[src/power_seq_pkg.sv]
// constants, timing and state codes for the module power-on sequencer
package power_seq_pkg;

  // ------------------------------------------------------------
  // clock and timing
  // ------------------------------------------------------------
  localparam int CLK_HZ = 100_000_000; // system clock rate
  localparam int TICK_MS = 1; // timer resolution in milliseconds
  // cycles per timer tick, derived from rate and tick length
  localparam int TICK_CYCLES = CLK_HZ / 1000 * TICK_MS;
  localparam int POWER_ON_HOLD_S = 1; // least low time of the request pad
  localparam int BOOT_S = 10; // internal boot length
  localparam int ACTIVATE_S = 15; // least time from monitor high to activation
  // the same times in timer ticks
  localparam int POWER_ON_HOLD_TICKS = POWER_ON_HOLD_S * 1000 / TICK_MS;
  localparam int BOOT_TICKS = BOOT_S * 1000 / TICK_MS;
  localparam int ACTIVATE_TICKS = ACTIVATE_S * 1000 / TICK_MS;
  localparam int ELAPSED_W = 16; // width of the tick counter

  // ------------------------------------------------------------
  // sequencer states
  // ------------------------------------------------------------
  typedef enum logic [2:0] {
    ST_OFF = 3'h0, // unpowered, watching the request pad
    ST_PRESS = 3'h1, // request pad held low, measuring hold
    ST_BOOT = 3'h2, // initialization, boot running
    ST_SETTLE = 3'h3, // boot finished, waiting for activation
    ST_ACTIVE = 3'h4 // activation, commands accepted
  } seq_state_e;

endpackage : power_seq_pkg

[src/tick_if.sv]
// carrier between the sequencer and its elapsed-time counter
`timescale 1ns/10ps
interface tick_if #(
  parameter int W = 16
);
  logic clear; // restart the count from zero
  logic [W-1:0] elapsed; // whole ticks since the last clear, saturating

  // the sequencer restarts and reads the count
  modport user (output clear, input elapsed);
  // the counter serves the sequencer
  modport timer (input clear, output elapsed);
endinterface : tick_if

[src/tick_timer.sv]
// clock divider and saturating tick counter
`timescale 1ns/10ps
module tick_timer #(
  parameter int TICK_CYCLES = power_seq_pkg::TICK_CYCLES,
  parameter int W = power_seq_pkg::ELAPSED_W
) (
  input wire logic clk,
  input wire logic rst,
  tick_if.timer t
);

  // ------------------------------------------------------------
  // elaboration check
  // ------------------------------------------------------------
  if (TICK_CYCLES < 1)
  begin : g_bad_tick
    $error("tick length must be at least one cycle");
  end

  localparam int DW = $clog2(TICK_CYCLES + 1);
  localparam logic [DW-1:0] DIV_LAST = DW'(TICK_CYCLES - 1);
  localparam logic [W-1:0] CNT_MAX = {W{1'b1}};

  logic [DW-1:0] div_q, div_d; // cycles within the current tick
  logic [W-1:0] cnt_q, cnt_d; // whole ticks elapsed

  // ------------------------------------------------------------
  // next count
  // ------------------------------------------------------------
  // saturation keeps long waits from wrapping back to small values
  always_comb
  begin
    div_d = div_q;
    cnt_d = cnt_q;
    if (t.clear)
    begin
      div_d = '0;
      cnt_d = '0;
    end
    else if (div_q == DIV_LAST)
    begin
      // one-cycle tick enable
      div_d = '0;
      if (cnt_q != CNT_MAX)
        cnt_d = cnt_q + W'(1);
    end
    else
      div_d = div_q + DW'(1);
  end

  // registers only
  always_ff @(posedge clk)
  begin
    if (rst)
    begin
      div_q <= '0;
      cnt_q <= '0;
    end
    else
    begin
      div_q <= div_d;
      cnt_q <= cnt_d;
    end
  end

  assign t.elapsed = cnt_q;

endmodule : tick_timer

[src/power_on_sequencer.sv]
// power-on, boot and activation sequencer of the modem module
`timescale 1ns/10ps
module power_on_sequencer #(
  parameter int TICK_CYCLES = power_seq_pkg::TICK_CYCLES,
  parameter int HOLD_TICKS = power_seq_pkg::POWER_ON_HOLD_TICKS,
  parameter int BOOT_TICKS = power_seq_pkg::BOOT_TICKS,
  parameter int ACT_TICKS = power_seq_pkg::ACTIVATE_TICKS
) (
  input wire logic clk,
  input wire logic rst,
  input wire logic power_on_req_n, // request pad, low = pressed
  input wire logic dtr_present, // DTR line connected and asserted
  input wire logic sleep_req, // firmware asks for power saving
  input wire logic rts_n, // request to send, low = send allowed
  input wire logic incoming_call, // call arriving
  input wire logic at_cmd_req, // one-cycle command strobe
  output logic power_on_monitor,
  output logic aux_supply_power_indicator,
  output logic boot_done_indicator,
  output logic activated,
  output logic at_cmd_ack,
  output logic at_cmd_nak,
  output logic ri_n,
  output logic power_save,
  output logic tx_allowed
);

  localparam int W = power_seq_pkg::ELAPSED_W;

  // ------------------------------------------------------------
  // elaboration checks
  // ------------------------------------------------------------
  if (HOLD_TICKS < 1 || BOOT_TICKS < 1 || ACT_TICKS <= BOOT_TICKS ||
      ACT_TICKS >= (1 << W))
  begin : g_bad_times
    $error("timing parameters out of range");
  end

  localparam logic [W-1:0] HOLD_T = W'(HOLD_TICKS);
  localparam logic [W-1:0] BOOT_T = W'(BOOT_TICKS);
  localparam logic [W-1:0] ACT_T = W'(ACT_TICKS);

  tick_if #(.W(W)) tk ();

  // elapsed ticks since the last restart
  tick_timer #(
    .TICK_CYCLES(TICK_CYCLES),
    .W(W)
  ) u_timer (
    .clk(clk),
    .rst(rst),
    .t(tk)
  );

  power_seq_pkg::seq_state_e state_q, state_d; // sequence state
  logic mon_q, mon_d; // power-on monitor
  logic boot_q, boot_d; // boot done
  logic act_q, act_d; // activation reached
  logic ack_q, ack_d; // command accepted pulse
  logic nak_q, nak_d; // command refused pulse
  logic ri_n_q, ri_n_d; // ring indicator, low = ringing
  logic save_q, save_d; // power saving entered
  logic tx_q, tx_d; // transmit allowed

  // ------------------------------------------------------------
  // state decode
  // ------------------------------------------------------------
  // activation decode shared by every gated output
  function automatic logic active_f(input power_seq_pkg::seq_state_e s);
    return s == power_seq_pkg::ST_ACTIVE;
  endfunction : active_f

  // ------------------------------------------------------------
  // sequence next state
  // ------------------------------------------------------------
  // the counter is restarted while off and at the monitor rise, so it
  // measures first the hold time and then time since power-up
  always_comb
  begin
    state_d = state_q;
    tk.clear = 1'b0;
    case (state_q)
      power_seq_pkg::ST_OFF:
      begin
        tk.clear = 1'b1;
        if (!power_on_req_n)
          state_d = power_seq_pkg::ST_PRESS;
      end
      power_seq_pkg::ST_PRESS:
      begin
        if (power_on_req_n)
        begin
          tk.clear = 1'b1;
          // a short press is ignored and the module stays off
          if (tk.elapsed >= HOLD_T)
            state_d = power_seq_pkg::ST_BOOT;
          else
            state_d = power_seq_pkg::ST_OFF;
        end
      end
      power_seq_pkg::ST_BOOT:
      begin
        if (tk.elapsed >= BOOT_T)
          state_d = power_seq_pkg::ST_SETTLE;
      end
      power_seq_pkg::ST_SETTLE:
      begin
        if (tk.elapsed >= ACT_T)
          state_d = power_seq_pkg::ST_ACTIVE;
      end
      power_seq_pkg::ST_ACTIVE:
      begin
        // shutdown is handled elsewhere; further presses are ignored
        state_d = state_q;
      end
      default:
        state_d = power_seq_pkg::ST_OFF;
    endcase
  end

  // ------------------------------------------------------------
  // output next values
  // ------------------------------------------------------------
  // monitor, boot and activation flops follow the next state so they agree with state_q; the other flops use state_q
  always_comb
  begin
    mon_d = (state_d == power_seq_pkg::ST_BOOT) ||
            (state_d == power_seq_pkg::ST_SETTLE) ||
            (state_d == power_seq_pkg::ST_ACTIVE);
    boot_d = (state_d == power_seq_pkg::ST_SETTLE) ||
             (state_d == power_seq_pkg::ST_ACTIVE);
    act_d = active_f(state_d);
    ack_d = at_cmd_req && active_f(state_q);
    nak_d = at_cmd_req && !active_f(state_q);
    ri_n_d = !(incoming_call && active_f(state_q));
    save_d = sleep_req && dtr_present && active_f(state_q);
    tx_d = !rts_n && active_f(state_q);
  end

  // registers only
  always_ff @(posedge clk)
  begin
    if (rst)
    begin
      state_q <= power_seq_pkg::ST_OFF;
      mon_q <= 1'b0;
      boot_q <= 1'b0;
      act_q <= 1'b0;
      ack_q <= 1'b0;
      nak_q <= 1'b0;
      ri_n_q <= 1'b1;
      save_q <= 1'b0;
      tx_q <= 1'b0;
    end
    else
    begin
      state_q <= state_d;
      mon_q <= mon_d;
      boot_q <= boot_d;
      act_q <= act_d;
      ack_q <= ack_d;
      nak_q <= nak_d;
      ri_n_q <= ri_n_d;
      save_q <= save_d;
      tx_q <= tx_d;
    end
  end

  // ------------------------------------------------------------
  // output ports
  // ------------------------------------------------------------
  // aux supply mirrors monitor
  assign power_on_monitor = mon_q;
  assign aux_supply_power_indicator = mon_q;
  assign boot_done_indicator = boot_q;
  assign activated = act_q;
  assign at_cmd_ack = ack_q;
  assign at_cmd_nak = nak_q;
  assign ri_n = ri_n_q;
  assign power_save = save_q;
  assign tx_allowed = tx_q;

  // ------------------------------------------------------------
  // assertions
  // ------------------------------------------------------------
  property p_power_up;
    @(posedge clk) disable iff (rst)
    $rose(mon_q) |-> $past(state_q) == power_seq_pkg::ST_PRESS && $past(power_on_req_n);
  endproperty
  a_power_up: assert property (p_power_up) else $error("power-up without held press");

  property p_boot_len;
    @(posedge clk) disable iff (rst)
    $rose(boot_q) |-> tk.elapsed >= BOOT_T && mon_q;
  endproperty
  a_boot_len: assert property (p_boot_len) else $error("boot ended early");

  property p_act_delay;
    @(posedge clk) disable iff (rst)
    $rose(act_q) |-> tk.elapsed >= ACT_T && boot_q;
  endproperty
  a_act_delay: assert property (p_act_delay) else $error("activation too early");

  property p_no_cmd;
    @(posedge clk) disable iff (rst)
    at_cmd_req && !act_q |=> nak_q && !ack_q;
  endproperty
  a_no_cmd: assert property (p_no_cmd) else $error("command taken before activation");

  property p_cmd_ok;
    @(posedge clk) disable iff (rst)
    at_cmd_req && act_q |=> ack_q && !nak_q;
  endproperty
  a_cmd_ok: assert property (p_cmd_ok) else $error("command refused when active");

  property p_monitor;
    @(posedge clk) disable iff (rst)
    mon_q == (state_q != power_seq_pkg::ST_OFF && state_q != power_seq_pkg::ST_PRESS);
  endproperty
  a_monitor: assert property (p_monitor) else $error("monitor disagrees with state");

  property p_save;
    @(posedge clk) disable iff (rst)
    save_q |-> $past(dtr_present) && act_q;
  endproperty
  a_save: assert property (p_save) else $error("power saving without DTR");

  property p_ring;
    @(posedge clk) disable iff (rst)
    incoming_call && act_q |=> !ri_n_q;
  endproperty
  a_ring: assert property (p_ring) else $error("ring not signalled");

  property p_aux;
    @(posedge clk) disable iff (rst)
    aux_supply_power_indicator == (state_q != power_seq_pkg::ST_OFF &&
                                   state_q != power_seq_pkg::ST_PRESS);
  endproperty
  a_aux: assert property (p_aux) else $error("aux supply differs from monitor");

  property p_boot_pwr;
    @(posedge clk) disable iff (rst)
    boot_q |-> mon_q;
  endproperty
  a_boot_pwr: assert property (p_boot_pwr) else $error("boot done while unpowered");

  c_power_up: cover property (@(posedge clk) disable iff (rst) $rose(mon_q));
  c_short_press: cover property (@(posedge clk) disable iff (rst)
    state_q == power_seq_pkg::ST_PRESS ##1 state_q == power_seq_pkg::ST_OFF);
  c_active: cover property (@(posedge clk) disable iff (rst) $rose(act_q));
  c_cmd: cover property (@(posedge clk) disable iff (rst) ack_q);

endmodule : power_on_sequencer

[config.mk]
export PLATFORM = sky130hd
export DESIGN_NAME = power_on_sequencer
export DESIGN_NICKNAME = d
export VERILOG_FILES = /design/src/power_seq_pkg.sv /design/src/tick_if.sv /design/src/tick_timer.sv /design/src/power_on_sequencer.sv
export SDC_FILE = /design/constraint.sdc
export NUM_CORES = 1
export LEC_CHECK = 0
export ABC_CLOCK_PERIOD_IN_PS = 1650
export BUFFER_PORTS_ARGS = -buffer_cell sky130_fd_sc_hd__buf_2
export CAP_MARGIN = 20
export CORE_UTILIZATION = 50
export CTS_CLUSTER_SIZE = 10
export DETAILED_ROUTE_END_ITERATION = 8
export PLACE_DENSITY = 0.71
export SETUP_SLACK_MARGIN = 0.15
export SYNTH_ARGS = -nofsm -noshare
export SYNTH_HDL_FRONTEND = slang
export SYNTH_SLANG_ARGS = --single-unit
[constraint.sdc]
create_clock -name clk -period 1.65 [get_ports clk]
set_clock_uncertainty 0.05 [all_clocks]
set_input_delay 0.0825 -clock clk [delete_from_list [all_inputs] [get_ports clk]]
set_output_delay 0.0825 -clock clk [all_outputs]
set_load 0.01 [all_outputs]
# After elaboration in Yosys (flattened, before gate mapping)
# Cells that the tools add are included.
# Widths: inputs -> output; s select.
totals:
  reg_bits: 44
  inputBits: 8
  output_inout_bits: 9
  wordCells: 49
classes:
  addsub: 2
  magnitude_cmp: 3
  eq_ne: 9
  muxes: 8
  n_reduce_logical: 16
ops:
  columns: ["op", "count"]
  rows:
  - ["$ge 16x14->1 const B", 2]
  - ["$add 17x1->17 const B", 1]
  - ["$eq 17x17->1 const B", 1]
  - ["$add 16x1->16 const B", 1]
  - ["$ge 16x10->1 const B", 1]
  - ["$ne 16x16->1 const B", 1]
  - ["$pmux 3 s5", 1]
  - ["$eq 3x2->1 const B", 4]
  - ["$mux 3", 4]
  - ["$eq 3x3->1 const B", 2]
  - ["$logic_and 1x1->1", 6]
  - ["$eq 3x1->1 const B", 1]
  - ["$logic_not 1->1", 3]
  - ["$logic_not 3->1", 1]
  - ["$logic_or 1x1->1", 3]
  - ["$reduce_or 3->1", 1]
  - ["$mux 2", 1]
  - ["$pmux 1 s2", 1]
  - ["$reduce_and 2->1", 1]
  - ["$reduce_or 2->1", 1]
  - ["$mux 1", 1]

# Logic depth before layout (Yosys ltp)
# Gate-level depths: netlist of run 1.
logic_depth:
  depth_word: 7
  depth_mapped: 6
  mapped_depth_nobuf: 6

# Hierarchy
# Synthesis of run 1 repeated with hierarchy kept, for this count alone.
unflattened:
  hier_cells: 235
  hier_area_um2: 2093.3
modules_own_cells:
  columns: ["mod", "n_inst", "cells_each", "area_each_um2", "seq_area_each_um2"]
  rows:
  - ["tick_timer", 1, 171, 1551.5, 660.6]
  - ["power_on_sequencer", 1, 64, 541.8, 220.2]

# Least setup slack after synthesis of run 1
# OpenSTA, ideal clock, no wires.
synth_path:
  path_kind: "flip-flop to flip-flop"
  from: "reg u_timer.div_q[0]"
  to: "reg u_timer.cnt_q[6], in the netlist u_timer.t.elapsed[6]"
  setup_time_ps: 70
  t_arrival_ps: 1655
  required_ps: 1530
  setup_slack_ps: -125
  stages_incl_launch_ff: 7
  path_buffers: 0
  period_less_slack_ps: 1775
  cell_sequence: "dfxtp_1 > ha_1 > and4_4 > nand4_2 > or2_4 > or3_1 > a21oi_1"
synth_via:
  elab_chain_cells: 2
synth_rtl:
  columns: ["element", "line_no", "text"]
  rows:
  - ["start, declared", "tick_timer.sv:24", "logic [DW-1:0] div_q, div_d;"]
  - ["start signal, assigned", "tick_timer.sv:61", "div_q <= div_d;"]
  - ["$eq 17x17->1", "tick_timer.sv:40", "else if (div_q == DIV_LAST)"]
  - ["$reduce_and 2->1 (no source line)", null, null]
  - ["end signal, assigned", "tick_timer.sv:62", "cnt_q <= cnt_d;"]
  - ["end, declared", "tick_timer.sv:25", "logic [W-1:0] cnt_q, cnt_d;"]
# Every way passes these cells.
# A chain may end at the register's enable or synchronous reset.

# Final worst setup path of run 1
layout_path:
  from: "reg u_timer.div_q[1]"
  to: "reg u_timer.cnt_q[15], in the netlist u_timer.t.elapsed[15]"
# Same word-level chain as after synthesis.

==> impl_metrics.json, run 1 <==
{
  "synthArstFlopShare": 0,
  "detail_route.first_pass.iterations": 4,
  "placed_cells": 330,
  "pin_slew_with_the_least_headroom_to_its_limit_ns": 0.445,
  "violations": "negative setup slack",
  "setup_repair_after_global_routing_missed_its_margin": "true",
  "worst-path-max-fanout": 5,
  "p_int_uw": 1540,
  "dpl.hpwl_um": 3100,
  "synth_largest_type_area_fraction": 0.426,
  "post_synth_main_area_contributors": "sky130_fd_sc_hd__dfxtp_1 (43%), sky130_fd_sc_hd__nor2_1 (6.5%), sky130_fd_sc_hd__xnor2_1 (5.1%)",
  "grt_first_pass_wirelength_um": 8090,
  "rows": 23,
  "via_count": 1878,
  "netlist_area_um2": 2070,
  "worstSetupPathType": "register to register",
  "clockRootBuffer": "sky130_fd_sc_hd__clkbuf_8",
  "maxCapViolations": 0,
  "comb_power_frac": 0.024,
  "finalWeightedCongestion": 0.852,
  "clock_tree_from_tritoncts": "yes",
  "syn_avg_cell_area_um2": 8.76,
  "worst-endpoint-required_ns": 1.83,
  "clock_latency_ns": 0.31,
  "grt_antenna_before_repair": 0,
  "drt_first_iter_violations": 144,
  "power_uw": 1960,
  "vias_per_cell": 5.31,
  "post_synth_num_cell_types": 48,
  "synth_compound_area_frac": 0.0980,
  "syn-instance-count": 236,
  "post_route_drc_violation_count": 0,
  "fin_crit_ns": 1.75,
  "port_buffers": 16,
  "netlist_top_cells_count": "sky130_fd_sc_hd__dfxtp_1 (44), sky130_fd_sc_hd__nor2_1 (36), sky130_fd_sc_hd__nand2_1 (17), sky130_fd_sc_hd__a21oi_1 (13), sky130_fd_sc_hd__xnor2_1 (12)",
  "synth_top_family_by_area": "simple AND/OR/NAND/NOR gates",
  "power_density_nw_per_um2": 659,
  "max-clock-path-buffers": 2,
  "numCtsBuffers": 5,
  "grt_max_degree": 19,
  "synth.yosys.seq_area_share": 0.426,
  "synth_adder_area_share": 0.0181,
  "h_tree_level_count": 2,
  "post-route-period-util": 1.06,
  "design.portCount": 17,
  "achievable-frequency_mhz": 572,
  "antenna_violating_nets_remaining": 0,
  "num_antenna_cells": 0,
  "yosys-mux-area-fraction": 0.00484,
  "share_of_total_power_in_sequential_cells": 0.543,
  "floorplan.die.width_um": 66.3,
  "groute.usage.overall": 0.245,
  "grt_pass1_vias": 1851,
  "synth_enable_flop_cells": 0,
  "final_standard_cell_count_with_taps_included_and_fillers_excluded": 354,
  "power.clock.fraction": 0.433,
  "post_route_cells_drive_above_1_share": 0.451,
  "core_um2": 3970,
  "wirelength_um": 4910,
  "setup.worst_path.start_class": "register",
  "areaGrowthSynthToFinish_pct": 44.0,
  "pins_over_slew_limit": 0,
  "floorplan.die_area_um2": 4400,
  "finalHoldViolations": 0,
  "syn_nets": 247,
  "wl_per_cell_um": 13.9,
  "synth_simple_gate_area_share": 0.321,
  "chip_height_um": 66.3,
  "finalWorstSetupSlack_ns": -0.0973,
  "setup_viol": 25,
  "timing.reg2reg.setup_slack_ns": -0.1,
  "floorplan.initialDensity": 0.521,
  "power_switching_uw": 418,
  "yosysWarnings": 0,
  "clock_transition_at_the_registers_of_the_reported_paths_ns": 0.09,
  "max_slew_margin": 0.704,
  "synth_top_area_cell": "sky130_fd_sc_hd__dfxtp_1",
  "hp-class": "primary input to register",
  "total_leakage_power_uw": 0.00112,
  "critPathArrivalTime_ns": 1.93,
  "fraction_of_power_spent_switching_nets": 0.213,
  "post-synth-top-count-cell": "sky130_fd_sc_hd__dfxtp_1",
  "gr-total-overflow": 0,
  "status": "finished, violations left",
  "synth-main-ff-cell": "sky130_fd_sc_hd__dfxtp_1",
  "post_synth_xor_area_fraction": 0.0974,
  "final_net_count": 314,
  "numClockSinks": 44,
  "ir_worst_vdd_uv": 573,
  "crit_path_end_kind": "register",
  "seq_cells_post_synth": 44
}
cells by family (layout without fill, tap and decap cells):
| group | Yosys count | count (layout) |
|---|---|---|
| buffers and inverters | 14 | 82 |
| AND/OR/NAND/NOR | 119 | 119 |
| multiplexers | 1 | 1 |
| AO/OA/AOI/OAI | 32 | 32 |
| XOR/XNOR | 23 | 23 |
| adder cells (fa/ha/maj) | 3 | 3 |
| flip-flops | 44 | 44 |
worst paths after layout:
path | start | end | cells after the start
setup reg to reg | u_timer.div_q[1]$_SDFF_PP0_ | u_timer.t.elapsed[15]$_SDFFE_PP0P_ | 6
hold / removal | rst | state_q[2]$_SDFF_PP0_ | 2
setup / recovery | u_timer.div_q[1]$_SDFF_PP0_ | u_timer.t.elapsed[15]$_SDFFE_PP0P_ | 6
hold reg to reg | u_timer.t.elapsed[9]$_SDFFE_PP0P_ | u_timer.t.elapsed[9]$_SDFFE_PP0P_ | 2
power by group through the flow:
stage	registers, uW	logic [uW]	clock network (uW)
after floorplan	1090	15.4	0
after global placement	1090	30.3	0
after detailed placement	1090	31.1	0
after CTS	1070	43.0	860
after global routing	1070	49.9	900
final	1070	46.4	850
worst max-delay path, stage by stage (launching register included):
cell	delay [ns]
sky130_fd_sc_hd__dfxtp_2	0.36
sky130_fd_sc_hd__ha_4	0.15
sky130_fd_sc_hd__and4_4	0.24
sky130_fd_sc_hd__and4_4	0.27
sky130_fd_sc_hd__o2111ai_4	0.13
sky130_fd_sc_hd__or3_1	0.35
sky130_fd_sc_hd__a21oi_2	0.12
layout make-up:
| cell class | count | area, um2 |
|---|---|---|
| clock inverter | 3 | 47.5 |
| sequential | 44 | 903 |
| fill | 273 | 993 |
| inverter | 3 | 11.3 |
| tap | 50 | 62.6 |
| timing repair buffer | 71 | 536 |
| clock buffer | 5 | 68.8 |
| multi-input combinational | 178 | 1350 |
flip-flops by register name (all words and copies together), names as in the netlist:
name,flops
power_save,1
activated,1
aux_supply_power_indicator,1
state_q,3
u_timer.t.elapsed,16
tx_allowed,1
ri_n,1
u_timer.div_q,17
at_cmd_nak,1
at_cmd_ack,1
boot_done_indicator,1
cells in the final DEF (no fill, tap or decap), types with 8 or more instances in the layout:
master / count
sky130_fd_sc_hd__buf_4: 43
sky130_fd_sc_hd__nor2_1: 26
sky130_fd_sc_hd__dfxtp_1: 26
sky130_fd_sc_hd__dfxtp_2: 18
sky130_fd_sc_hd__nand2_1: 16
sky130_fd_sc_hd__buf_2: 16
sky130_fd_sc_hd__xor2_1: 11
sky130_fd_sc_hd__xnor2_1: 11
sky130_fd_sc_hd__nand3_1: 10
sky130_fd_sc_hd__nor2_2: 9
sky130_fd_sc_hd__a21oi_1: 8
sky130_fd_sc_hd__o21ai_0: 8
through the flow:
step	worst slack, ns	TNS [ns]	hold WS [ns]	utilization	instance area (um2)
floorplan	-0.0135	-0.0421	0.0944	-	2110
global placement	-0.0405	-0.142	0.191	0.625	2480
detailed placement	-0.0810	-0.769	0.195	0.625	2480
CTS	-0.0901	-0.401	0.0159	0.718	2850
global route	-0.172	-3.20	0.0222	0.750	2980
finish	-0.0973	-1.15	0.0174	0.750	2980
per-layer routing:
layer	global-route usage	share of wire	vias up	wire, um
li1	-	-	961	-
met2	0.435	0.51	22	2530
met3	0.0466	0.028	7	135
met5	0	0	-	0
met1	0.293	0.45	888	2190
met4	0.0771	0.011	0	53
timing repair:
item	CTS	global route
resized for setup	32	33
hold endpoints to repair	5	0
setup buffers	9	2
hold buffers	5	0
endpoints found under the setup margin	34	36
pin swaps	35	25
Note: power is estimated with default switching activity, not from simulation.
==> inputs of run 2 (changes only) <==
--- a/config.mk
+++ b/config.mk
@@ -5,7 +5,6 @@
 export SDC_FILE = /design/constraint.sdc
 export NUM_CORES = 1
 export LEC_CHECK = 0
-export ABC_CLOCK_PERIOD_IN_PS = 1650
 export BUFFER_PORTS_ARGS = -buffer_cell sky130_fd_sc_hd__buf_2
 export CAP_MARGIN = 20
 export CORE_UTILIZATION = 50
==> constraint.sdc (replaced) <==
create_clock -name clk -period 1.65 [get_ports clk]
set_clock_uncertainty 0.05 [all_clocks]
set_input_delay 0.33 -clock clk [delete_from_list [all_inputs] [get_ports clk]]
set_output_delay 0.33 -clock clk [all_outputs]
set_load 0.01 [all_outputs]
==> impl_metrics.json, run 2 (same netlist as run 1, synthesis figures left out) <==
{
  "floorplan.initialDensity": 0.521,
  "finalWeightedCongestion": 0.852,
  "clock_transition_at_the_registers_of_the_reported_paths_ns": 0.09,
  "finish.utilization": 0.732,
  "clock_tree_from_tritoncts": "yes",
  "core_um2": 3970,
  "worstSetupPathType": "register to register",
  "cts_hold_buffers_added": 0,
  "finalWorstSetupSlack_ns": -0.0950,
  "numCtsBuffers": 5,
  "pin_slew_with_the_least_headroom_to_its_limit_ns": 0.363,
  "setup.worst_path.start_class": "register",
  "setup_repair_after_global_routing_missed_its_margin": "true",
  "chip_height_um": 66.3,
  "power_density_nw_per_um2": 672,
  "worst-path-max-fanout": 5,
  "post-route-period-util": 1.06,
  "port_buffers": 16,
  "largest-register": "u_timer.div_q",
  "finalHoldViolations": 0,
  "h_tree_level_count": 2,
  "via_count": 1877,
  "timing.reg2reg.setup_slack_ns": -0.09,
  "status": "finished, violations left",
  "critPathArrivalTime_ns": 1.93,
  "power_uw": 1950,
  "layout.cells.most_common": "sky130_fd_sc_hd__buf_4",
  "grt_first_pass_wirelength_um": 7880,
  "gr-total-overflow": 0,
  "pins_over_slew_limit": 0,
  "max-clock-path-buffers": 2,
  "violations": "negative setup slack",
  "num_antenna_cells": 0,
  "worst-endpoint-required_ns": 1.84,
  "final_cell_mix": "sky130_fd_sc_hd__buf_4 (42), sky130_fd_sc_hd__dfxtp_1 (28), sky130_fd_sc_hd__nor2_1 (26)",
  "grt_pass1_vias": 1810,
  "wl_per_cell_um": 13.5,
  "hp-class": "primary input to register",
  "design.portCount": 17,
  "groute.usage.overall": 0.237,
  "detail_route.first_pass.iterations": 4,
  "post_route_drc_violation_count": 0,
  "wirelength_um": 4680,
  "total_leakage_power_uw": 0.00108,
  "floorplan.die.width_um": 66.3,
  "crit_path_end_kind": "register",
  "drt_first_iter_violations": 186,
  "antenna_violating_nets_remaining": 0,
  "setup_viol": 14,
  "max_slew_margin": 0.758,
  "post_route_cells_drive_above_1_share": 0.448,
  "vias_per_cell": 5.41,
  "clockRootBuffer": "sky130_fd_sc_hd__clkbuf_8",
  "maxCapViolations": 0,
  "achievable-frequency_mhz": 573,
  "floorplan.die_area_um2": 4400,
  "grt_max_degree": 19,
  "dpl.hpwl_um": 3100,
  "rows": 23,
  "largest_register_ffs": 17,
  "final_net_count": 307,
  "areaGrowthSynthToFinish_pct": 40.5,
  "clock_latency_ns": 0.30,
  "grt_antenna_before_repair": 0,
  "fin_crit_ns": 1.74,
  "numClockSinks": 44,
  "ir_worst_vdd_uv": 573
}
-- run 2: cell count changes in the layout (fill, tap and decap cells not counted), sizes merged --
cell	change
dlygate4sd3	-5
buf	-2
-- run 2: timing repair --
| action | 4_1_cts | 5_1_grt |
|---|---|---|
| pin swaps | 35 | 23 |
| setup buffers | 9 | 0 |
| setup endpoints to repair | 34 | 36 |
| gates resized for setup | 32 | 30 |
| cloned | 0 | 0 |
-- run 2: power by group --
group,internal [uW],switching [uW]
logic,16.8,19.4
clock network,456,394
registers,1060,2.45
total,1540,415
-- run 2: area by class of cell --
type	count	area, um2
well taps	50	62.6
fillers	287	1060
flip-flops and latches	44	901
inverters	3	11.3
clock inverters	3	47.5
repair buffers	64	467
clock buffers	5	68.8
multi-input cells	178	1350
-- run 2: per-stage QoR --
step                area (um2)  setup slack (ns)  TNS [ns]  hold WS, ns  instances
floorplan                 2110           -0.0135   -0.0421        0.342        236
global placement          2480           -0.0405    -0.142        0.438        330
detailed placement        2480           -0.0810    -0.769        0.443        330
CTS                       2800           -0.0901    -0.401        0.115        347
global route              2910            -0.171     -2.27        0.113        347
finish                    2910           -0.0950    -0.455        0.120        347
-- run 2: worst paths after layout --
kind | start | end | cells after the start
worst min register to register | u_timer.t.elapsed[9]$_SDFFE_PP0P_ | u_timer.t.elapsed[9]$_SDFFE_PP0P_ | 2
worst max register to register | u_timer.div_q[1]$_SDFF_PP0_ | u_timer.t.elapsed[13]$_SDFFE_PP0P_ | 6
worst max-delay path | u_timer.div_q[1]$_SDFF_PP0_ | u_timer.t.elapsed[13]$_SDFFE_PP0P_ | 6
worst min-delay path | rts_n | tx_allowed$_SDFF_PP0_ | 2
-- run 2: worst max-delay path, cell delays in order, from the launching register on --
cell and delay [ns]:
sky130_fd_sc_hd__dfxtp_2 0.36, sky130_fd_sc_hd__ha_4 0.15, sky130_fd_sc_hd__and4_4 0.24, sky130_fd_sc_hd__and4_4 0.27, sky130_fd_sc_hd__o2111ai_4 0.13, sky130_fd_sc_hd__or3_1 0.33, sky130_fd_sc_hd__a21oi_1 0.14
-- run 2: per-layer routing --
layer,share of wire,GRT usage,routed length [um]
met1,0.46,0.291,2130
met2,0.51,0.412,2380
met3,0.026,0.0466,122
met4,0.011,0.0771,53
met5,0,0,0
